**config.mk**
```make
export PLATFORM = sky130hd
export DESIGN_NAME = cpl_err_reporter
export DESIGN_NICKNAME = d
export VERILOG_FILES = /design/src/hdl/err_report_pkg.sv /design/src/hdl/pend_change_if.sv /design/src/hdl/cpl_err_reporter.sv /design/src/hdl/vf_pending_handshake.sv
export SDC_FILE = /design/constraint.sdc
export NUM_CORES = 1
export LEC_CHECK = 0
export BUFFER_PORTS_ARGS = -buffer_cell sky130_fd_sc_hd__buf_2
export CELL_PAD_IN_SITES_DETAIL_PLACEMENT = 0
export CELL_PAD_IN_SITES_GLOBAL_PLACEMENT = 2
export CORE_ASPECT_RATIO = 0.5
export CORE_MARGIN = 8
export CORE_UTILIZATION = 25
export CTS_CLUSTER_DIAMETER = 60
export CTS_CLUSTER_SIZE = 20
export DETAILED_ROUTE_END_ITERATION = 7
export GPL_TIMING_DRIVEN = 0
export PLACE_DENSITY_LB_ADDON = 0.05
export SLEW_MARGIN = 20
export SYNTH_ARGS = -nofsm -noshare
export SYNTH_HDL_FRONTEND = slang
export SYNTH_SLANG_ARGS = --single-unit
export TNS_END_PERCENT = 30
```
**constraint.sdc**
```tcl
create_clock -name clk_sys_i -period 2.5 [get_ports clk_sys_i]
set_input_delay 0.25 -clock clk_sys_i [delete_from_list [all_inputs] [get_ports clk_sys_i]]
set_output_delay 0.25 -clock clk_sys_i [all_outputs]
set_load 0.02 [all_outputs]
```
**src/hdl/err_report_pkg.sv**
```systemverilog
// Shared constants and types for the completion error reporting controller.
// Assumes one application clock and an active low asynchronous reset.

// ==========================================================================
// Widths and counts
// ==========================================================================
package err_report_pkg;
	localparam int PF_COUNT = 2;
	localparam int PF_IDX_W = 1;
	localparam int VF_OFS_W = 11;
	localparam int HDR_W = 128;
	localparam int FLAG_W = 7;
	localparam int NP_CNT_W = 8;

	// Virtual functions attached to each physical function; adjust per build.
	localparam logic [10:0] VF_PER_PF = 11'h040;

	// ======================================================================
	// Error flag bit positions
	// ======================================================================
	localparam int FLAG_ABORT = 2;
	localparam int FLAG_UNEXP_CPL = 3;
	localparam int FLAG_UR_POSTED = 4;
	localparam int FLAG_UR_NONPOSTED = 5;
	localparam int FLAG_LOG_HDR = 6;

	// ======================================================================
	// Reset values and limits
	// ======================================================================
	localparam logic [6:0] FLAGS_RST = 7'h00;
	localparam logic [7:0] NP_CNT_RST = 8'h00;
	localparam logic [7:0] NP_CNT_MAX = 8'hff;
	localparam logic [10:0] VF_OFS_RST = 11'h000;
	localparam logic [127:0] HDR_RST = 128'h0;

	// ======================================================================
	// Types
	// ======================================================================
	typedef enum logic [1:0] {
		KIND_ABORT,
		KIND_UNEXP_CPL,
		KIND_UR_POSTED,
		KIND_UR_NONPOSTED
	} err_kind_t;
endpackage : err_report_pkg

```
**src/hdl/pend_change_if.sv**
```systemverilog
// Carries one pending-state change from the report controller to the handshake engine.
// Assumes both ends share one clock.
`timescale 1ns/1ns

// ==========================================================================
// Change request carrier
// ==========================================================================
interface pend_change_if;
	logic valid;
	logic state;
	logic busy;

	modport source (output valid, output state, input busy);
	modport sink (input valid, input state, output busy);
endinterface : pend_change_if

```
**src/hdl/cpl_err_reporter.sv**
```systemverilog
// Application-side controller that reports completion errors and pending state to the bridge.
// Assumes the bridge samples every output on the rising edge of clk_sys_i.
// Assumes user inputs are synchronous to clk_sys_i and reports arrive as single-cycle pulses.
`timescale 1ns/1ns

module cpl_err_reporter
	import err_report_pkg::*;
(
	input wire logic clk_sys_i,
	input wire logic arst_n_i,
	input wire logic rep_valid_i,
	input wire logic [1:0] rep_kind_i,
	input wire logic rep_log_hdr_i,
	input wire logic [HDR_W-1:0] rep_hdr_i,
	input wire logic [PF_IDX_W-1:0] rep_pf_i,
	input wire logic rep_virtual_i,
	input wire logic [VF_OFS_W-1:0] rep_vf_offset_i,
	output logic rep_refused_o,
	input wire logic np_issue_i,
	input wire logic [PF_IDX_W-1:0] np_issue_pf_i,
	input wire logic cpl_done_i,
	input wire logic [PF_IDX_W-1:0] cpl_done_pf_i,
	input wire logic vf_change_i,
	input wire logic vf_pending_i,
	output logic vf_change_busy_o,
	output logic [FLAG_W-1:0] err_flags_o,
	output logic [PF_IDX_W-1:0] err_phys_func_index_o,
	output logic err_from_virtual_func_o,
	output logic [VF_OFS_W-1:0] err_virt_func_offset_o,
	output logic [HDR_W-1:0] err_tlp_header_o,
	output logic [PF_COUNT-1:0] phys_func_pending_flags_o,
	output logic virt_func_pending_change_o,
	output logic virt_func_pending_state_o,
	input wire logic virt_func_pending_change_grant_i
);
	// ======================================================================
	// Report acceptance
	// ======================================================================
	// An out-of-range virtual offset is turned away here rather than sent:
	// the bridge would attribute it to a function that does not exist.
	logic offset_bad;
	logic rep_take;
	logic [FLAG_W-1:0] next_flags;

	assign offset_bad = rep_virtual_i && (rep_vf_offset_i >= VF_PER_PF);
	assign rep_take = rep_valid_i && !offset_bad;

	always_comb begin
		next_flags = FLAGS_RST;
		if (rep_take) begin
			// Each kind owns one flag bit; the log bit rides along with it.
			case (err_kind_t'(rep_kind_i))
				KIND_ABORT: begin
					next_flags[FLAG_ABORT] = 1'b1;
				end
				KIND_UNEXP_CPL: begin
					next_flags[FLAG_UNEXP_CPL] = 1'b1;
				end
				KIND_UR_POSTED: begin
					next_flags[FLAG_UR_POSTED] = 1'b1;
				end
				KIND_UR_NONPOSTED: begin
					next_flags[FLAG_UR_NONPOSTED] = 1'b1;
				end
				default: begin
					// Unreachable with a two-bit kind; keeps the kind flags quiet.
					next_flags = FLAGS_RST;
				end
			endcase
			next_flags[FLAG_LOG_HDR] = rep_log_hdr_i;
		end
	end

	// ======================================================================
	// Error flags
	// ======================================================================
	// Flags are rebuilt every cycle, so each report shows for one cycle only
	// and back-to-back reports give back-to-back pulses.
	always_ff @(posedge clk_sys_i or negedge arst_n_i) begin
		if (!arst_n_i) begin
			err_flags_o <= FLAGS_RST;
		end else begin
			err_flags_o <= next_flags;
		end
	end

	// ======================================================================
	// Refused reports
	// ======================================================================
	// The pulse tells the user that the report never reached the bridge.
	always_ff @(posedge clk_sys_i or negedge arst_n_i) begin
		if (!arst_n_i) begin
			rep_refused_o <= 1'b0;
		end else begin
			rep_refused_o <= rep_valid_i && offset_bad;
		end
	end

	// ======================================================================
	// Function identity and header
	// ======================================================================
	// Identity and header move in the same edge as the flags, so the bridge
	// sees one coherent report whenever a flag is high.
	// The index holds between reports; the bridge reads it only with a flag.
	always_ff @(posedge clk_sys_i or negedge arst_n_i) begin
		if (!arst_n_i) begin
			err_phys_func_index_o <= '0;
		end else if (rep_take) begin
			err_phys_func_index_o <= rep_pf_i;
		end
	end

	always_ff @(posedge clk_sys_i or negedge arst_n_i) begin
		if (!arst_n_i) begin
			err_from_virtual_func_o <= 1'b0;
		end else begin
			err_from_virtual_func_o <= rep_take && rep_virtual_i;
		end
	end

	always_ff @(posedge clk_sys_i or negedge arst_n_i) begin
		if (!arst_n_i) begin
			err_virt_func_offset_o <= VF_OFS_RST;
		end else if (rep_take && rep_virtual_i) begin
			err_virt_func_offset_o <= rep_vf_offset_i;
		end else begin
			// A physical report carries a zero offset; the bridge ignores it.
			err_virt_func_offset_o <= VF_OFS_RST;
		end
	end

	always_ff @(posedge clk_sys_i or negedge arst_n_i) begin
		if (!arst_n_i) begin
			err_tlp_header_o <= HDR_RST;
		end else if (rep_take && rep_log_hdr_i) begin
			err_tlp_header_o <= rep_hdr_i;
		end else begin
			err_tlp_header_o <= HDR_RST;
		end
	end

	// ======================================================================
	// Outstanding non-posted requests per physical function
	// ======================================================================
	// The counter saturates; a user that overruns it keeps the flag high,
	// which errs toward reporting pending rather than losing it.
	genvar gi;
	generate
		for (gi = 0; gi < PF_COUNT; gi++) begin : g_pf
			logic [NP_CNT_W-1:0] count;
			logic [NP_CNT_W-1:0] next_count;
			logic inc;
			logic dec;

			assign inc = np_issue_i && (np_issue_pf_i == PF_IDX_W'(gi)) && (count != NP_CNT_MAX);
			assign dec = cpl_done_i && (cpl_done_pf_i == PF_IDX_W'(gi)) && (count != NP_CNT_RST);

			always_comb begin
				next_count = count;
				if (inc && !dec) begin
					next_count = count + NP_CNT_W'(1);
				end else if (dec && !inc) begin
					next_count = count - NP_CNT_W'(1);
				end
			end

			always_ff @(posedge clk_sys_i or negedge arst_n_i) begin
				if (!arst_n_i) begin
					count <= NP_CNT_RST;
				end else begin
					count <= next_count;
				end
			end

			always_ff @(posedge clk_sys_i or negedge arst_n_i) begin
				if (!arst_n_i) begin
					phys_func_pending_flags_o[gi] <= 1'b0;
				end else begin
					// Taken from the next count so the flag moves with the counting edge.
					phys_func_pending_flags_o[gi] <= (next_count != NP_CNT_RST);
				end
			end
		end
	endgenerate

	// ======================================================================
	// Virtual function pending-state changes
	// ======================================================================
	// The user reports each change once; the engine holds the request until
	// granted and coalesces changes that arrive meanwhile.
	pend_change_if change_link();

	assign change_link.valid = vf_change_i;
	assign change_link.state = vf_pending_i;
	assign vf_change_busy_o = change_link.busy;

	vf_pending_handshake u_handshake (
		.clk_sys_i(clk_sys_i),
		.arst_n_i(arst_n_i),
		.link(change_link.sink),
		.virt_func_pending_change_grant_i(virt_func_pending_change_grant_i),
		.virt_func_pending_change_o(virt_func_pending_change_o),
		.virt_func_pending_state_o(virt_func_pending_state_o)
	);
endmodule : cpl_err_reporter

```
**src/hdl/vf_pending_handshake.sv**
```systemverilog
// Request and grant handshake that reports a virtual function pending-state change.
// Assumes the bridge answers the held request with a grant level on the same clock.
`timescale 1ns/1ns

module vf_pending_handshake
	import err_report_pkg::*;
(
	input wire logic clk_sys_i,
	input wire logic arst_n_i,
	pend_change_if.sink link,
	input wire logic virt_func_pending_change_grant_i,
	output logic virt_func_pending_change_o,
	output logic virt_func_pending_state_o
);
	typedef enum logic [1:0] {HS_IDLE, HS_WAIT, HS_GAP} hs_state_t;

	hs_state_t fsm;
	logic queued;
	logic queued_state;
	logic busy;

	// ======================================================================
	// Sequencer
	// ======================================================================
	// A change seen while a request is in flight is kept, newest value wins,
	// and launched after a two-cycle gap so the bridge sees a fresh edge.
	always_ff @(posedge clk_sys_i or negedge arst_n_i) begin
		if (!arst_n_i) begin
			fsm <= HS_IDLE;
			virt_func_pending_change_o <= 1'b0;
			virt_func_pending_state_o <= 1'b0;
		end else begin
			case (fsm)
				HS_IDLE: begin
					if (link.valid || queued) begin
						virt_func_pending_change_o <= 1'b1;
						virt_func_pending_state_o <= link.valid ? link.state : queued_state;
						fsm <= HS_WAIT;
					end
				end
				HS_WAIT: begin
					if (virt_func_pending_change_grant_i) begin
						virt_func_pending_change_o <= 1'b0;
						fsm <= HS_GAP;
					end
				end
				HS_GAP: begin
					fsm <= HS_IDLE;
				end
				default: begin
					fsm <= HS_IDLE;
					virt_func_pending_change_o <= 1'b0;
				end
			endcase
		end
	end

	// ======================================================================
	// Change held back during a request
	// ======================================================================
	always_ff @(posedge clk_sys_i or negedge arst_n_i) begin
		if (!arst_n_i) begin
			queued <= 1'b0;
			queued_state <= 1'b0;
		end else if (fsm == HS_IDLE) begin
			queued <= 1'b0;
		end else if (link.valid) begin
			queued <= 1'b1;
			queued_state <= link.state;
		end
	end

	always_ff @(posedge clk_sys_i or negedge arst_n_i) begin
		if (!arst_n_i) begin
			busy <= 1'b0;
		end else begin
			busy <= (fsm != HS_IDLE) || link.valid || queued;
		end
	end

	assign link.busy = busy;
endmodule : vf_pending_handshake
```
==> impl_metrics.env <==
export IMPL_ys_seq_elements=172
export IMPL_critPathLaunchType="flip-flop"
export IMPL_worst_path_stages=9
export IMPL_synth_compound_area_frac=0.04899
export IMPL_async_reset_ff_frac=1.000
export IMPL_reg2reg_depth=9
export IMPL_path_delay_family="simple AND/OR/NAND/NOR gates"
export IMPL_clk_pin_slew_worst_paths_ns=0.07
export IMPL_path_cells="ha_4 > nand3_2 > o211ai_1 > buf_4 > buf_6 > and3_1 > or3_1 > a221o_1 > or4b_1"
export IMPL_synth_area_per_cell_um2=12.98
export IMPL_crit_start="g_pf[1].count[0]"
export IMPL_r2r_end="phys_func_pending_flags_o[1]"
export IMPL_max_cap_violations=0
export IMPL_p_leak_nw=5.507
export IMPL_numCtsBuffers=17
export IMPL_synth_fa_ha_area_frac=0.01176
export IMPL_synth_simple_area_share=0.2261
export IMPL_drv_slew=0
export IMPL_fp_row_count=41
export IMPL_synth_top_area_frac=0.6741
export IMPL_layout_nets=1126
export IMPL_drive_gt1_frac=0.3978
export IMPL_period_share=1.000
export IMPL_slowest_stage="or4b_1"
export IMPL_die_area_mm2=0.03122
export IMPL_grt_overflow=0
export IMPL_core_mm2=0.02514
export IMPL_final_util=0.4175
export IMPL_drt_antenna_violating_nets=0
export IMPL_hold_viol=0
export IMPL_finalClockSkew_ns=0.003950
export IMPL_cp_end_kind="flip-flop"
export IMPL_status="finished, violations left"
export IMPL_worst_pin_slew_ns=0.7167
export IMPL_critPathRequiredTime_ns=2.80
export IMPL_cts_tree="built"
export IMPL_fillers=2506
export IMPL_start_util=0.2540
export IMPL_die_w_um=242.0
export IMPL_vias=5296
export IMPL_grt_pass1_vias=5814
export IMPL_p_per_area_mw_per_mm2=733.7
export IMPL_violations="negative setup slack"
export IMPL_die_h_um=129.0
export IMPL_muxShareOfSynthArea=0.003527
export IMPL_ys_seq_area_frac=0.6741
export IMPL_clkLatencyLatePin_ns=0.44
export IMPL_yosysWarnings=0
export IMPL_rsz0062_at_grt="yes"
export IMPL_worst_path_buf_inv=2
export IMPL_synthTopCellsByArea="dfrtp_1, and2_1, nor2_1"
export IMPL_areaGrowthSynthToFinish_pct=64.35
export IMPL_r2r_start="g_pf[1].count[0]"
export IMPL_netlist_top_cell_by_area="dfrtp_1"
export IMPL_antenna_cells=0
export IMPL_slew_headroom=0.5222
export IMPL_synthXorXnorAreaFrac=0.01097
export IMPL_period_minus_slack_ns=2.500
export IMPL_antenna_found_initial=0
export IMPL_cts_root_buf="clkbuf_16"
export IMPL_fin_ws_ns=-0.0003426
export IMPL_synth_top_flop_cell="dfrtp_1"
export IMPL_path_class="flip-flop to flip-flop"
export IMPL_drc=0
export IMPL_synth_edf_count=0
export IMPL_wl_per_cell_um=16.54
export IMPL_holdPathStages=2
export IMPL_wirelength_um=21870
export IMPL_syn_inst=492
export IMPL_port_buffers=305
export IMPL_io_pins=308
export IMPL_dr_pass1_iters=4
export IMPL_peakVddDrop_uv=434.4
export IMPL_clock_sinks=172
export IMPL_grt_pass1_wl_um=32980
export IMPL_cpPeakStageDelay_ns=0.47
export IMPL_fmax_ghz=0.3999
export IMPL_pre_cts_ws_ns=-0.2310
export IMPL_finalSetupViolations=1
export IMPL_h_tree_depth=4
export IMPL_dp_hpwl_um=16630
export IMPL_dr_first_iter_drc_count=198
export IMPL_grt_max_degree=80
export IMPL_critPathArrivalTime_ns=2.80
export IMPL_cp_max_fo=5
export IMPL_via_per_inst=4.006
export IMPL_synth_distinct_cells=62
export IMPL_clockBufferDepth=2
export IMPL_synth_area_mm2=0.006385
export IMPL_ff2ff_setup_slack_ns=-0.0003
export IMPL_hold_class="primary input to flip-flop"
export IMPL_crit_end="phys_func_pending_flags_o[1]"
export IMPL_grt_use_total=0.1395
export IMPL_gp_congestion=0.7599
export IMPL_synth_top_family_by_area="simple AND/OR/NAND/NOR gates"
==> cell families (layout without fill, tap and decap cells) <==
group                    Yosys count  count (layout)
XOR/XNOR                           8               8
flip-flops                       172             172
buffers and inverters             32             512
multiplexers                       2               2
other                              1               7
AO/OA/AOI/OAI                     38              38
adder cells (fa/ha/maj)            6               6
AND/OR/NAND/NOR                  233             233
==> worst register-to-register path, delay by kind of cell, from the launching register on <==
kind | cells | cell delay [ns]
AOI/OAI and AO/OA | 2 | 0.44
adders and majority gates | 1 | 0.18
buffers and inverters | 2 | 0.27
DFF | 1 | 0.45
and+or+nand+nor | 4 | 1.03
==> how the worst min path moves through the flow <==
| stage | slack (ns) | start | end |
|---|---|---|---|
| 2_1_floorplan | -0.05 | arst_n_i | err_flags_o[2] |
| 3_3_place_gp | 0.46 | rep_hdr_i[122] | err_tlp_header_o[122] |
| 3_5_place_dp | 0.1 | arst_n_i | err_tlp_header_o[78] |
| 4_1_cts | 0.0005 | rep_vf_offset_i[1] | err_virt_func_offset_o[1] |
| 5_1_grt | 0.002 | rep_vf_offset_i[4] | err_virt_func_offset_o[4] |
| 6_report | 0.02 | rep_hdr_i[100] | err_tlp_header_o[100] |
==> cell usage in the layout (no fill, tap or decap), drive strengths merged, types with 3 or more instances in the layout <==
master       count
o211ai           4
and2           139
inv             13
dlygate4sd3    128
a31oi            3
o21a             3
nor3b            6
nand4            4
ha               6
clkinv           4
nand2            8
or3              4
and4             3
nor2            22
a32oi            3
xnor2            5
o31ai            4
nor2b            3
clkbuf          35
buf            329
dfrtp          172
or4              4
conb             7
and3             9
nand3            6
o21ai            9
nor4             4
nor3             8
xor2             3
==> synth_stat cells (all sizes together) (2+ instances only) <==
cell type,instances
and3,9
ha,6
a32oi,3
o211ai,4
a31oi,3
nor3b,6
nand2,8
a41oi,2
o21a,3
or3,4
or3b,2
and2b,2
nor2,22
xor2,3
nor4,4
nand4,4
or4,4
nand2b,2
and4,3
clkbuf,15
nor4b,2
o31ai,4
nor2b,3
dfrtp,172
nand3,6
xnor2,5
buf,8
inv,9
and2,139
o21ai,9
mux2,2
nor3,8
==> per-layer routing <==
layer | global-route usage | wire (um) | up-vias
met5 | 0 | 0 | -
met4 | 0.03918 | 342 | 0
met3 | 0.05358 | 1119 | 20
met2 | 0.2652 | 12300 | 101
met1 | 0.1432 | 8108 | 2606
li1 | - | - | 2569
==> registers in the layout, summed over array words and instances, names as in the netlist <==
name                                    count
err_flags_o                                 5
err_from_virtual_func_o                     1
err_phys_func_index_o                       1
err_tlp_header_o                          128
err_virt_func_offset_o                     11
g_pf.count                                 16
phys_func_pending_flags_o                   2
rep_refused_o                               1
u_handshake.fsm                             2
u_handshake.link.busy                       1
u_handshake.queued                          1
u_handshake.queued_state                    1
u_handshake.virt_func_pending_change_o      1
u_handshake.virt_func_pending_state_o       1
==> repair_timing <==
item | in CTS | in global routing
hold buffers | 127 | 1
hold endpoints to repair | 220 | 1
resized for setup | 11 | 10
endpoints found under the setup margin | 2 | 2
cloned | 0 | 0
buffers inserted | 12 | 2
pin swaps | 7 | 3
==> stage by stage <==
step	total power (W)	instance area [um2]	setup TNS, ns	hold slack, ns	cells
3_3_place_gp	0.004743	8367	-336.09	0.4564	1147
4_1_cts	0.007788	10420	0	0.0005259	1319
3_5_place_dp	0.004740	8432	-20.23	0.09647	1149
2_1_floorplan	0.004195	6410	0	-0.04559	498
5_1_grt	0.008153	10490	-0.1151	0.001771	1322
6_report	0.007699	10490	-0.0003426	0.02196	1322
==> cell type report <==
class	count	area, um2	share of cell area
inverters	9	33.78	0.003219
clock inverters	11	135.1	0.01288
clock buffers	20	446.7	0.04257
plain buffers	23	127.6	0.01216
multi-input cells	294	2028	0.1933
flip-flops and latches	172	4310	0.4108
well taps	344	430.4	0.04102
repair buffers	449	2982	0.2841
==> where the power goes <==
group	switching (W)	internal (W)
sequential	0.000235	0.00304
clock	0.00116	0.00151
combinational	0.000887	0.000872
total	0.00228	0.00542
Power figures use the tool's default switching activity.
